<file path="config.mk">
export PLATFORM = sky130hd
export DESIGN_NAME = dis_input_jump
export DESIGN_NICKNAME = d
export VERILOG_FILES = /design/src/verilog/dis_pkg.sv /design/src/verilog/dis_input_jump.sv
export SDC_FILE = /design/constraint.sdc
export NUM_CORES = 1
export LEC_CHECK = 0
export BUFFER_PORTS_ARGS = -buffer_cell sky130_fd_sc_hd__buf_2
export CORE_ASPECT_RATIO = 0.8
export CORE_UTILIZATION = 40
export DETAILED_ROUTE_END_ITERATION = 10
export PLACE_DENSITY = 0.59
export SKIP_LAST_GASP = 1
export SLEW_MARGIN = 5
export SYNTH_ARGS = -nofsm -noshare
export SYNTH_HDL_FRONTEND = slang
export SYNTH_SLANG_ARGS = --single-unit
</file>
<file path="constraint.sdc">
create_clock -name ref_clk -period 11.45 [get_ports ref_clk]
set_input_delay 0.5725 -clock ref_clk [delete_from_list [all_inputs] [get_ports ref_clk]]
set_output_delay 0.5725 -clock ref_clk [all_outputs]
set_load 0.05 [all_outputs]
</file>
<file path="src/verilog/dis_pkg.sv">
/*
 * Constants for the drive input select and frequency skip block:
 * register offsets, reset values, codes and time base.
 * Assumes a 250 MHz system clock and 0.01 Hz frequency units.
 */
package dis_pkg;
    // Register offsets (word addresses on the plain register port)
    localparam logic [4:0] DIS_REG_JUMP_EN = 5'h00;
    localparam logic [4:0] DIS_REG_B1_LO = 5'h01;
    localparam logic [4:0] DIS_REG_B1_HI = 5'h02;
    localparam logic [4:0] DIS_REG_B2_LO = 5'h03;
    localparam logic [4:0] DIS_REG_B2_HI = 5'h04;
    localparam logic [4:0] DIS_REG_B3_LO = 5'h05;
    localparam logic [4:0] DIS_REG_B3_HI = 5'h06;
    localparam logic [4:0] DIS_REG_ALT_RUN = 5'h07;
    localparam logic [4:0] DIS_REG_ALT_SPD = 5'h08;
    localparam logic [4:0] DIS_REG_ON_TIME = 5'h09;
    localparam logic [4:0] DIS_REG_OFF_TIME = 5'h0a;
    localparam logic [4:0] DIS_REG_POLARITY = 5'h0b;
    localparam logic [4:0] DIS_REG_STATE = 5'h0c;
    localparam logic [4:0] DIS_REG_DLY_SEL = 5'h0d;
    localparam logic [4:0] DIS_REG_FUNC0 = 5'h10;
    localparam logic [4:0] DIS_REG_MAX_FREQ = 5'h15;
    localparam logic [4:0] DIS_REG_STATUS = 5'h16;
    // Reset values, frequencies in 0.01 Hz
    localparam logic [15:0] DIS_RST_B1_LO = 16'h03e8;
    localparam logic [15:0] DIS_RST_B1_HI = 16'h05dc;
    localparam logic [15:0] DIS_RST_B2_LO = 16'h07d0;
    localparam logic [15:0] DIS_RST_B2_HI = 16'h09c4;
    localparam logic [15:0] DIS_RST_B3_LO = 16'h0bb8;
    localparam logic [15:0] DIS_RST_B3_HI = 16'h0dac;
    localparam logic [15:0] DIS_RST_MAX_FREQ = 16'h1770;
    localparam logic [15:0] DIS_RST_ON_TIME = 16'h000a;
    localparam logic [15:0] DIS_RST_OFF_TIME = 16'h0003;
    localparam logic [15:0] DIS_MAX_FILTER_MS = 16'h2710;
    localparam logic [7:0] DIS_RST_ALT_RUN = 8'h00;
    localparam logic [7:0] DIS_RST_ALT_SPD = 8'h00;
    localparam logic [7:0] DIS_MAX_ALT_RUN = 8'h04;
    localparam logic [7:0] DIS_MAX_ALT_SPD = 8'h0c;
    localparam logic [7:0] DIS_MAX_FUNC = 8'h36;
    localparam logic [7:0] DIS_FUNC_ALT_SELECT = 8'h0f;
    localparam logic [7:0] DIS_RST_FUNC = 8'h00;
    localparam logic [4:0] DIS_RST_POLARITY = 5'h00;
    localparam logic [4:0] DIS_RST_DLY_SEL = 5'h00;
    // Time base: 1 ms tick from the system clock
    localparam int DIS_CLK_MHZ = 250;
    localparam int DIS_TICK_US = 1000;
    localparam int DIS_TICK_CYCLES = DIS_CLK_MHZ * DIS_TICK_US;
    localparam int DIS_TERMINALS = 5;
endpackage

</file>
<file path="src/verilog/dis_input_jump.sv">
/*
 * Digital input conditioning, alternate source select and frequency
 * skip bands for a motor drive front end.
 * Assumes raw terminal levels are asynchronous contacts and that the
 * register port master follows a one-cycle strobe protocol.
 */
// Implementation choices: the register addresses and the address-and-strobe port.
`timescale 1ns/100ps

// Overview of operation
// - Rising request in band holds band floor
// - Request above band resumes following
// - Output never settles inside enabled band
// - Three bands, band one 10 to 15 Hz
// - Bands two, three defaults; limits ordered
// - Function code 15 selects alternate sources
// - Alternate asserted uses alternate sources
// - Alternate switch replaces reference and run
// - Alternate settings locked under primary source
// - Alternate codes 0-4 and 0-12, default 0
// - Mode switch may stop the motor
// - On change accepted after stable delay
// - Separate off delay, default 3 ms
// - Select bit picks default or programmed times
// - Five contact polarity bits, default open
// - Status inverted for normally closed
module dis_input_jump
    import dis_pkg::*;
#(
    parameter int TICK_CYCLES = DIS_TICK_CYCLES
) (
    input wire logic ref_clk, // System clock
    input wire logic sys_rst, // Synchronous reset, active high
    input wire logic [4:0] reg_addr, // Register word address
    input wire logic [15:0] reg_wdata, // Register write data
    input wire logic reg_wr, // Write strobe
    input wire logic reg_rd, // Read strobe
    output logic [15:0] reg_rdata, // Read data, cycle after strobe
    input wire logic [4:0] terminal_raw, // Raw contact levels
    input wire logic [7:0] primary_run_origin, // Primary command code
    input wire logic [7:0] primary_speed_origin, // Primary reference code
    input wire logic primary_run_request, // Run request, primary
    input wire logic secondary_run_request, // Run request, secondary
    input wire logic [15:0] primary_speed, // Primary reference, 0.01 Hz
    input wire logic [15:0] secondary_speed, // Secondary reference
    output logic [7:0] run_origin, // Selected command code
    output logic [7:0] speed_origin, // Selected reference code
    output logic run_command, // Selected run request
    output logic run_stop_event, // Pulse: switch dropped run
    output logic alternate_origin_select, // Alternate sources active
    output logic [4:0] terminal_state_bits, // Debounced terminal state
    output logic [15:0] output_speed // Skip-filtered frequency
);

    localparam int TW = $clog2(TICK_CYCLES + 1);

    // Software-visible settings
    logic jump_enable;
    logic [15:0] band_floor [3];
    logic [15:0] band_ceiling [3];
    logic [15:0] max_freq;
    logic [7:0] alternate_run_origin;
    logic [7:0] alternate_speed_origin;
    logic [15:0] rise_debounce_time;
    logic [15:0] fall_debounce_time;
    logic [4:0] contact_polarity_bits;
    logic [4:0] debounce_source_bits;
    logic [7:0] terminal_function_code [DIS_TERMINALS];
    logic write_refused;

    // Internal state
    logic [TW-1:0] tick_cnt;
    logic tick;
    logic [4:0] raw_meta;
    logic [4:0] raw_sync;
    logic [4:0] active_level;
    logic [15:0] stable_ms [DIS_TERMINALS];
    logic [15:0] limit_lo;
    logic [15:0] limit_hi;
    logic [15:0] held_speed;
    logic [15:0] selected_speed;
    logic alt_active;
    logic next_alt_active;
    logic [15:0] limit_unused;

    // Write legality: ordered bands, capped codes and times
    logic wr_ok;
    logic [1:0] band_idx;
    always_comb begin
        band_idx = 2'((reg_addr - DIS_REG_B1_LO) >> 1);
        wr_ok = 1'b1;
        limit_lo = band_floor[band_idx];
        limit_hi = band_ceiling[band_idx];
        case (reg_addr)
            DIS_REG_B1_LO, DIS_REG_B2_LO, DIS_REG_B3_LO:
                wr_ok = reg_wdata <= limit_hi;
            DIS_REG_B1_HI, DIS_REG_B2_HI, DIS_REG_B3_HI:
                wr_ok = reg_wdata >= limit_lo && reg_wdata <= max_freq;
            DIS_REG_ALT_RUN:
                wr_ok = alt_active && reg_wdata[7:0] <= DIS_MAX_ALT_RUN
                    && reg_wdata[15:8] == 8'h00;
            DIS_REG_ALT_SPD:
                wr_ok = alt_active && reg_wdata[7:0] <= DIS_MAX_ALT_SPD
                    && reg_wdata[15:8] == 8'h00;
            DIS_REG_ON_TIME, DIS_REG_OFF_TIME:
                wr_ok = reg_wdata <= DIS_MAX_FILTER_MS;
            DIS_REG_MAX_FREQ:
                wr_ok = reg_wdata >= band_ceiling[2]
                    && reg_wdata >= band_ceiling[1]
                    && reg_wdata >= band_ceiling[0];
            default:
                wr_ok = 1'b1;
        endcase
        if (reg_addr >= DIS_REG_FUNC0
            && reg_addr < DIS_REG_FUNC0 + 5'(DIS_TERMINALS))
            wr_ok = reg_wdata <= 16'(DIS_MAX_FUNC);
    end

    // Register writes; illegal writes leave the old value
    always_ff @(posedge ref_clk) begin
        if (sys_rst) begin
            jump_enable <= 1'b0;
            band_floor[0] <= DIS_RST_B1_LO;
            band_ceiling[0] <= DIS_RST_B1_HI;
            band_floor[1] <= DIS_RST_B2_LO;
            band_ceiling[1] <= DIS_RST_B2_HI;
            band_floor[2] <= DIS_RST_B3_LO;
            band_ceiling[2] <= DIS_RST_B3_HI;
            max_freq <= DIS_RST_MAX_FREQ;
            alternate_run_origin <= DIS_RST_ALT_RUN;
            alternate_speed_origin <= DIS_RST_ALT_SPD;
            rise_debounce_time <= DIS_RST_ON_TIME;
            fall_debounce_time <= DIS_RST_OFF_TIME;
            contact_polarity_bits <= DIS_RST_POLARITY;
            debounce_source_bits <= DIS_RST_DLY_SEL;
            for (int i = 0; i < DIS_TERMINALS; i++) begin
                terminal_function_code[i] <= DIS_RST_FUNC;
            end
            write_refused <= 1'b0;
        end else if (reg_wr) begin
            write_refused <= !wr_ok;
            if (wr_ok) begin
                case (reg_addr)
                    DIS_REG_JUMP_EN: jump_enable <= reg_wdata[0];
                    DIS_REG_B1_LO: band_floor[0] <= reg_wdata;
                    DIS_REG_B1_HI: band_ceiling[0] <= reg_wdata;
                    DIS_REG_B2_LO: band_floor[1] <= reg_wdata;
                    DIS_REG_B2_HI: band_ceiling[1] <= reg_wdata;
                    DIS_REG_B3_LO: band_floor[2] <= reg_wdata;
                    DIS_REG_B3_HI: band_ceiling[2] <= reg_wdata;
                    DIS_REG_MAX_FREQ: max_freq <= reg_wdata;
                    DIS_REG_ALT_RUN: alternate_run_origin <= reg_wdata[7:0];
                    DIS_REG_ALT_SPD:
                        alternate_speed_origin <= reg_wdata[7:0];
                    DIS_REG_ON_TIME: rise_debounce_time <= reg_wdata;
                    DIS_REG_OFF_TIME: fall_debounce_time <= reg_wdata;
                    DIS_REG_POLARITY: contact_polarity_bits <= reg_wdata[4:0];
                    DIS_REG_DLY_SEL: debounce_source_bits <= reg_wdata[4:0];
                    default: begin
                        for (int i = 0; i < DIS_TERMINALS; i++) begin
                            if (reg_addr == DIS_REG_FUNC0 + 5'(i))
                                terminal_function_code[i] <= reg_wdata[7:0];
                        end
                    end
                endcase
            end
        end
    end

    // Read data stands for exactly the cycle after the read strobe
    always_ff @(posedge ref_clk) begin
        if (sys_rst) begin
            reg_rdata <= 16'h0000;
        end else if (!reg_rd) begin
            reg_rdata <= 16'h0000;
        end else begin
            case (reg_addr)
                DIS_REG_JUMP_EN: reg_rdata <= {15'h0000, jump_enable};
                DIS_REG_B1_LO: reg_rdata <= band_floor[0];
                DIS_REG_B1_HI: reg_rdata <= band_ceiling[0];
                DIS_REG_B2_LO: reg_rdata <= band_floor[1];
                DIS_REG_B2_HI: reg_rdata <= band_ceiling[1];
                DIS_REG_B3_LO: reg_rdata <= band_floor[2];
                DIS_REG_B3_HI: reg_rdata <= band_ceiling[2];
                DIS_REG_MAX_FREQ: reg_rdata <= max_freq;
                DIS_REG_ALT_RUN: reg_rdata <= {8'h00, alternate_run_origin};
                DIS_REG_ALT_SPD:
                    reg_rdata <= {8'h00, alternate_speed_origin};
                DIS_REG_ON_TIME: reg_rdata <= rise_debounce_time;
                DIS_REG_OFF_TIME: reg_rdata <= fall_debounce_time;
                DIS_REG_POLARITY:
                    reg_rdata <= {11'h000, contact_polarity_bits};
                DIS_REG_STATE:
                    reg_rdata <= {11'h000, terminal_state_bits};
                DIS_REG_DLY_SEL:
                    reg_rdata <= {11'h000, debounce_source_bits};
                DIS_REG_STATUS:
                    reg_rdata <= {14'h0000, write_refused, alt_active};
                default: begin
                    reg_rdata <= 16'h0000;
                    for (int i = 0; i < DIS_TERMINALS; i++) begin
                        if (reg_addr == DIS_REG_FUNC0 + 5'(i))
                            reg_rdata <= {8'h00, terminal_function_code[i]};
                    end
                end
            endcase
        end
    end

    // Millisecond time base for the input filters
    always_ff @(posedge ref_clk) begin
        if (sys_rst) begin
            tick_cnt <= '0;
            tick <= 1'b0;
        end else if (tick_cnt == TW'(TICK_CYCLES - 1)) begin
            tick_cnt <= '0;
            tick <= 1'b1;
        end else begin
            tick_cnt <= tick_cnt + 1'b1;
            tick <= 1'b0;
        end
    end

    // Contacts are asynchronous, so two flops before any use
    always_ff @(posedge ref_clk) begin
        if (sys_rst) begin
            raw_meta <= 5'h00;
            raw_sync <= 5'h00;
        end else begin
            raw_meta <= terminal_raw;
            raw_sync <= raw_meta;
        end
    end

    // Polarity: a closed-contact terminal reads active when open
    assign active_level = raw_sync ^ contact_polarity_bits;

    // Debounce: new level accepted once stable for the chosen time
    always_ff @(posedge ref_clk) begin
        if (sys_rst) begin
            terminal_state_bits <= 5'h00;
            for (int i = 0; i < DIS_TERMINALS; i++) begin
                stable_ms[i] <= 16'h0000;
            end
        end else begin
            for (int i = 0; i < DIS_TERMINALS; i++) begin
                automatic logic [15:0] need;
                need = active_level[i]
                    ? (debounce_source_bits[i] ? rise_debounce_time
                                               : DIS_RST_ON_TIME)
                    : (debounce_source_bits[i] ? fall_debounce_time
                                               : DIS_RST_OFF_TIME);
                if (active_level[i] == terminal_state_bits[i]) begin
                    stable_ms[i] <= 16'h0000;
                end else if (stable_ms[i] >= need) begin
                    terminal_state_bits[i] <= active_level[i];
                    stable_ms[i] <= 16'h0000;
                end else if (tick) begin
                    stable_ms[i] <= stable_ms[i] + 16'h0001;
                end
            end
        end
    end

    // Any terminal coded as alternate select drives the switch
    always_comb begin
        next_alt_active = 1'b0;
        for (int i = 0; i < DIS_TERMINALS; i++) begin
            if (terminal_function_code[i] == DIS_FUNC_ALT_SELECT
                && terminal_state_bits[i])
                next_alt_active = 1'b1;
        end
    end

    // Source selection switches reference and run together
    always_ff @(posedge ref_clk) begin
        if (sys_rst) begin
            alt_active <= 1'b0;
            run_origin <= 8'h00;
            speed_origin <= 8'h00;
            run_command <= 1'b0;
            selected_speed <= 16'h0000;
            run_stop_event <= 1'b0;
        end else begin
            alt_active <= next_alt_active;
            if (next_alt_active) begin
                run_origin <= alternate_run_origin;
                speed_origin <= alternate_speed_origin;
                run_command <= secondary_run_request;
                selected_speed <= secondary_speed;
            end else begin
                run_origin <= primary_run_origin;
                speed_origin <= primary_speed_origin;
                run_command <= primary_run_request;
                selected_speed <= primary_speed;
            end
            // Run may drop on a mode change if the new source is idle
            // Compare the run now standing with the one about to be taken
            run_stop_event <= run_command
                && !(next_alt_active ? secondary_run_request
                                     : primary_run_request)
                && (alt_active != next_alt_active);
        end
    end
    assign alternate_origin_select = alt_active;

    // Skip bands: hold floor rising, ceiling falling, never inside
    always_comb begin
        automatic logic [15:0] f;
        f = selected_speed;
        if (jump_enable) begin
            for (int b = 0; b < 3; b++) begin
                if (f > band_floor[b] && f < band_ceiling[b]) begin
                    if (held_speed >= band_ceiling[b])
                        f = band_ceiling[b];
                    else
                        f = band_floor[b];
                end
            end
        end
        output_speed = held_speed;
        limit_unused = f;
    end

    // Output register follows the filtered request
    always_ff @(posedge ref_clk) begin
        if (sys_rst) begin
            held_speed <= 16'h0000;
        end else begin
            held_speed <= limit_unused;
        end
    end

endmodule

</file>
==> impl_metrics.toml, run 1 <==
[setup_path]
path_class = "reg -> reg"
cp.arrival_ns = 9.08
crit_required_ns = 11.91
cp-end-kind = "flip-flop"
startpoint_type = "flip-flop"
worstPathMaxFanout = 20

[sta]
slew_headroom_pct = 14.2
period_minus_slack_ns = 8.61
worst_pin_slew_ns = 1.27
setup_violations = 0
hold_viol = 0
rsz0062_at_grt = "false"
finalSetupTns_ns = 0
skew_ns = 0.0493
period_share_pct = 75.2
slew_viol_final = 0
fmax_mhz = 116

[grt]
grt_overflow = 0
grt_max_degree = 65
grtUsageTotal_pct = 27.7
antenna_found_initial = 4
grt_pass1_wl_um = 142000
first_global_vias = 22300

[cts]
cts_tree = "yes"
cts.clk_slew.worst_paths_ns = 0.07
cts_buffers = 44
cts_root_buffer = "clkbuf_16"
clk_path_buf_depth = 3
clkLatencyLatePin_ns = 0.62
cts_hold_buf = 0
cts.sinks = 393
cts_resized = 0
htree_levels = 2
cts_setup_buffers = 0

[synth]
synth_ff_type = "edfxtp_1"
syn_area_um2 = 26800
yosysMostFrequentCell = "ha_1"
syn_inst = 2876
ys_ff_latch = 393
synth.area.top_cells = "edfxtp_1 24%, ha_1 15%, dfxtp_1 13%"
synth_edf_count = 216
synth-seq-area-share_pct = 37.4
synth_area_per_cell_um2 = 9.32
yosysTopAreaCellShare_pct = 24.2
synth.top_cells.by_count = "328 x ha_1, 272 x nand2_1, 266 x nor2_1"
ys_warn_count = 0
syn_nets = 3284
async_reset_ff_share_pct = 0
synth_cell_types = 75
synth_top_cell_by_area = "edfxtp_1"

[die]
rows = 84
start_util_pct = 40.6
die_y_um = 233
fp.dieW_um = 291
io_pins = 136
coreArea_um2 = 66000
dieArea_um2 = 68000

[final_layout]
finalNonFillerCells = 3853
final_area_um2 = 29900
finalNetCount = 3363
area_delta_synth_final_pct = 11.7
final_core_util_pct = 45.4
drive_gt1_share_pct = 12.3

[pwr]
p_total_mw = 4.87
peakVddDrop_mv = 0.147
p_per_area_nw_per_um2 = 163
p_leak_nw = 12.7

[detailed_routing]
drc = 0
vias = 23400
routed_wl_um = 96500
viasPerCell = 6.07
wl_per_cell_um = 25.1
ant_nets = 0
drt_iter0_drc = 2830
dr.pass1.iters = 6

[place]
port_buffers = 135
gp_congestion = 1.03
dp_cells = 3769
hpwl_um = 72000
place_area_um2 = 28400

[run_status]
status = "finished, final reports clean"

[min_path]
hold_path_class = "in -> reg"

[run]
drv_cap = 0
[cell type report]
cell class	count	area, µm²
Antenna cell	2	5.00
Clock buffer	57	1240
Clock inverter	25	327
Fill cell	6296	36100
Inverter	162	608
Multi-Input combinational cell	2187	15700
Sequential cell	393	10000
Tap cell	860	1080
Timing Repair Buffer	167	918
[sequential cells by signal (all words and copies together) (netlist names), 16 cells and up]
signal                  cells
fall_debounce_time         16
max_freq                   16
tick_cnt                   18
band_floor                 48
terminal_function_code     40
selected_speed             16
output_speed               16
reg_rdata                  16
rise_debounce_time         16
band_ceiling               48
stable_ms                  80
[metal layers]
layer	vias up	part of all wire (%)	track usage [%]	wire, µm
met5	-	0.028	0	27
met4	4	3.2	9.33	3050
met1	11200	46	40.2	44300
met3	213	9.8	5.70	9430
met2	1185	41	40.4	39700
li1	10800	-	-	-
[cell usage in the layout (no fill, tap or decap), types with 50 or more instances in the layout]
cell,instances
nor2_1,264
a22oi_1,92
xor2_1,50
nand3_1,101
mux2i_1,95
inv_1,161
nor3_1,64
edfxtp_1,216
buf_2,134
ha_1,327
a21o_1,67
nand2_1,272
a21oi_1,152
dfxtp_1,177
mux2_2,70
nand4_1,59
o21ai_0,100
[where the power goes]
| part | switching [mW] | internal (mW) |
|---|---|---|
| registers | 0.204 | 1.67 |
| logic | 0.892 | 0.555 |
| clock network | 0.653 | 0.895 |
[cells by family after synthesis]
group           after synthesis  synth area share (%)
simple gates                941                  16.5
buf+inv                     296                  4.24
xor+xnor                     95                  3.11
mux                         175                  7.05
flops                       393                  37.4
fa+ha+maj                   328                  15.3
compound gates              648                  16.3
[worst paths after layout]
path | slack, ns | start | to | depth (start not counted)
max | 2.84 | band_ceiling[0][2] | output_speed[2] | 27
min | 0.16 | terminal_raw[4] | raw_meta[4] | 2
max reg2reg | 2.84 | band_ceiling[0][2] | output_speed[2] | 27
min reg2reg | 0.44 | raw_meta[3] | raw_sync[3] | 1
[worst max-delay path, stage by stage, from the launching register on]
cell and delay [ns]:
edfxtp_1 0.45, inv_1 0.14, ha_1 0.25, a211oi_1 0.22, o21ai_0 0.19, a21oi_1 0.31
a21oi_1 0.14, nor3b_2 0.71, buf_4 0.38, o211ai_1 0.13, o21ai_0 0.13, inv_1 0.10
ha_1 0.31, a21oi_1 0.15, nor2_1 0.06, a211oi_1 0.54, o211ai_1 0.21, or4b_1 1.00
mux2_2 0.40, inv_1 0.06, ha_1 0.31, nand4_1 0.21, o221ai_1 0.30, o2111ai_1 0.16
a31oi_1 0.41, and2_1 0.21, a311o_1 0.82, o21ai_1 0.13
[through the flow]
stage / worst slack (ns) / hold WS, ns
final: 2.84 / 0.162
after global routing: 2.34 / 0.171
after CTS: 3.00 / 0.146
after detailed placement: 3.07 / 0.424
after global placement: 3.34 / 0.423
after floorplan: 4.78 / 0.414
(Power assumes the default switching activity.)
==> run 2, diff against run 1 <==
PLACE_DENSITY = 0.61   (was 0.59)
clock period = 6.95 ns   (was 11.45 ns; I/O delays follow)
==> impl_metrics.toml, run 2 (same netlist as run 1, synthesis figures left out) <==
[die]
die_y_um = 233
start_util_pct = 40.6
fp.dieW_um = 291
coreArea_um2 = 66000
dieArea_um2 = 68000
io_pins = 136
rows = 84

[final_layout]
finalNonFillerCells = 4019
reg_top3 = "stable_ms (80), band_ceiling (48), band_floor (48)"
regMostFlops = "stable_ms"
finalNetCount = 3530
final_area_um2 = 32000
num_antenna_cells = 0
layout_commonest_cell = "ha_1"
drive_gt1_share_pct = 18.2
final_cell_mix = "306 x ha_1, 270 x nand2_1, 263 x nor2_1, 216 x edfxtp_1, 176 x dfxtp_1"
largest_register_ffs = 80
area_delta_synth_final_pct = 19.5
fillers = 6127

[run]
drv_cap = 0

[pwr]
p_leak_nw = 13.7
p_per_area_nw_per_um2 = 262
peakVddDrop_mv = 0.276

[sta]
fmax_mhz = 142
hold_viol = 0
setup_violations = 15
finalSetupTns_ns = -0.674
period_minus_slack_ns = 7.03
finalWorstSetupSlack_ns = -0.0804
skew_ns = 0.0335
period_share_pct = 101
rsz0062_at_grt = "true"
worst_pin_slew_ns = 1.19
slew_headroom_pct = 18.5
hold_slack_ns = 0.0200
slew_viol_final = 0

[setup_path]
path_class = "reg -> reg"
cp.arrival_ns = 7.55
crit_path_top_delay_cell = "or4b_4"
crit_path_frequent_cell = "buf_4"
rr_worst_depth = 34
startpoint_type = "flip-flop"
reg2reg_slack_ns = -0.08
r2r-start = "band_ceiling[0][5]"
crit_required_ns = 7.47
rr_endpoint = "output_speed[10]"
crit_path_start = "band_ceiling[0][5]"
worstPathMaxFanout = 15
crit_end = "output_speed[10]"
slowest_delay_ns = 0.58
cp-end-kind = "flip-flop"

[grt]
antenna_found_initial = 6
first_global_vias = 23400
grt_overflow = 0
grt_max_degree = 74
grt_pass1_wl_um = 150000
grtUsageTotal_pct = 29.1

[detailed_routing]
ant_nets = 0
viasPerCell = 6.03
drc = 0
dr.pass1.iters = 8
drt_iter0_drc = 2911
routed_wl_um = 102000
vias = 24200
wl_per_cell_um = 25.4

[cts]
cts.clk_slew.worst_paths_ns = 0.07
htree_levels = 2
clkLatencyLatePin_ns = 0.60
cts_tree = "yes"
cts_buffers = 45
clk_path_buf_depth = 3
cts_root_buffer = "clkbuf_16"
cts.sinks = 393

[place]
place_area_um2 = 29200
dp_cells = 3869
hpwl_um = 74900
port_buffers = 135
gp_congestion = 0.957
post-place-ws_ns = -0.851

[run_status]
violations = "negative setup slack"
status = "finished with violations"

[min_path]
hold_path_class = "in -> reg"
## run 2: worst min path at each step
stage | start | to | depth (start not counted)
after global routing | primary_run_origin[2] | run_origin[2] | 3
after CTS | primary_speed[6] | selected_speed[6] | 3
final | primary_speed[6] | selected_speed[6] | 3
after detailed placement | raw_meta[1] | raw_sync[1] | 1
after global placement | tick_cnt[0] | tick_cnt[0] | 1
after floorplan | raw_meta[0] | raw_sync[0] | 1
## run 2: report_power, final
group / internal (mW) / switching (mW) / total [mW]
clock: 1.56 / 1.09 / 2.65
combinational: 1.10 / 1.58 / 2.68
sequential: 2.74 / 0.331 / 3.07
## run 2: layer usage
| layer | up-vias | part of all wire, % | global-route usage (%) |
|---|---|---|---|
| met5 | - | 0.041 | 0 |
| met4 | 8 | 2.6 | 7.88 |
| met3 | 204 | 9.8 | 5.71 |
| met2 | 1182 | 42 | 43.3 |
| met1 | 11800 | 46 | 42.6 |
| li1 | 11100 | - | - |
## run 2: per-stage QoR
stage,power [mW],utilization [%]
5_1_grt,8.80,48.5
4_1_cts,8.31,47.7
6_report,8.40,48.5
3_3_place_gp,5.46,44.2
3_5_place_dp,5.57,44.2
2_1_floorplan,4.71,-
## run 2: final cells by class
cell class | count | area (µm²) | share of cell area [%]
multi-input cells | 2187 | 16200 | 50.7
clock buffers | 52 | 1170 | 3.67
flip-flops and latches | 393 | 10000 | 31.3
well taps | 860 | 1080 | 3.36
inverters | 162 | 611 | 1.91
clock inverters | 32 | 437 | 1.36
repair buffers | 333 | 2470 | 7.71
## run 2: what timing repair did
action | CTS | global route
endpoints found under the setup margin | 16 | 16
cloned | 3 | 3
hold buffers | 32 | 0
endpoints found under the hold margin | 24 | 0
gates resized for setup | 43 | 81
setup buffers | 12 | 18
pin swaps | 21 | 45
## run 2: critical path: cells and delay by family, from the launching register on
family | cells | cell delay (ns)
flip-flops | 1 | 0.48
AND/OR/NAND/NOR | 8 | 1.42
adder cells (fa/ha/maj) | 3 | 0.72
multiplexers | 1 | 0.31
AO/OA/AOI/OAI | 11 | 2.33
buffers and inverters | 11 | 1.66
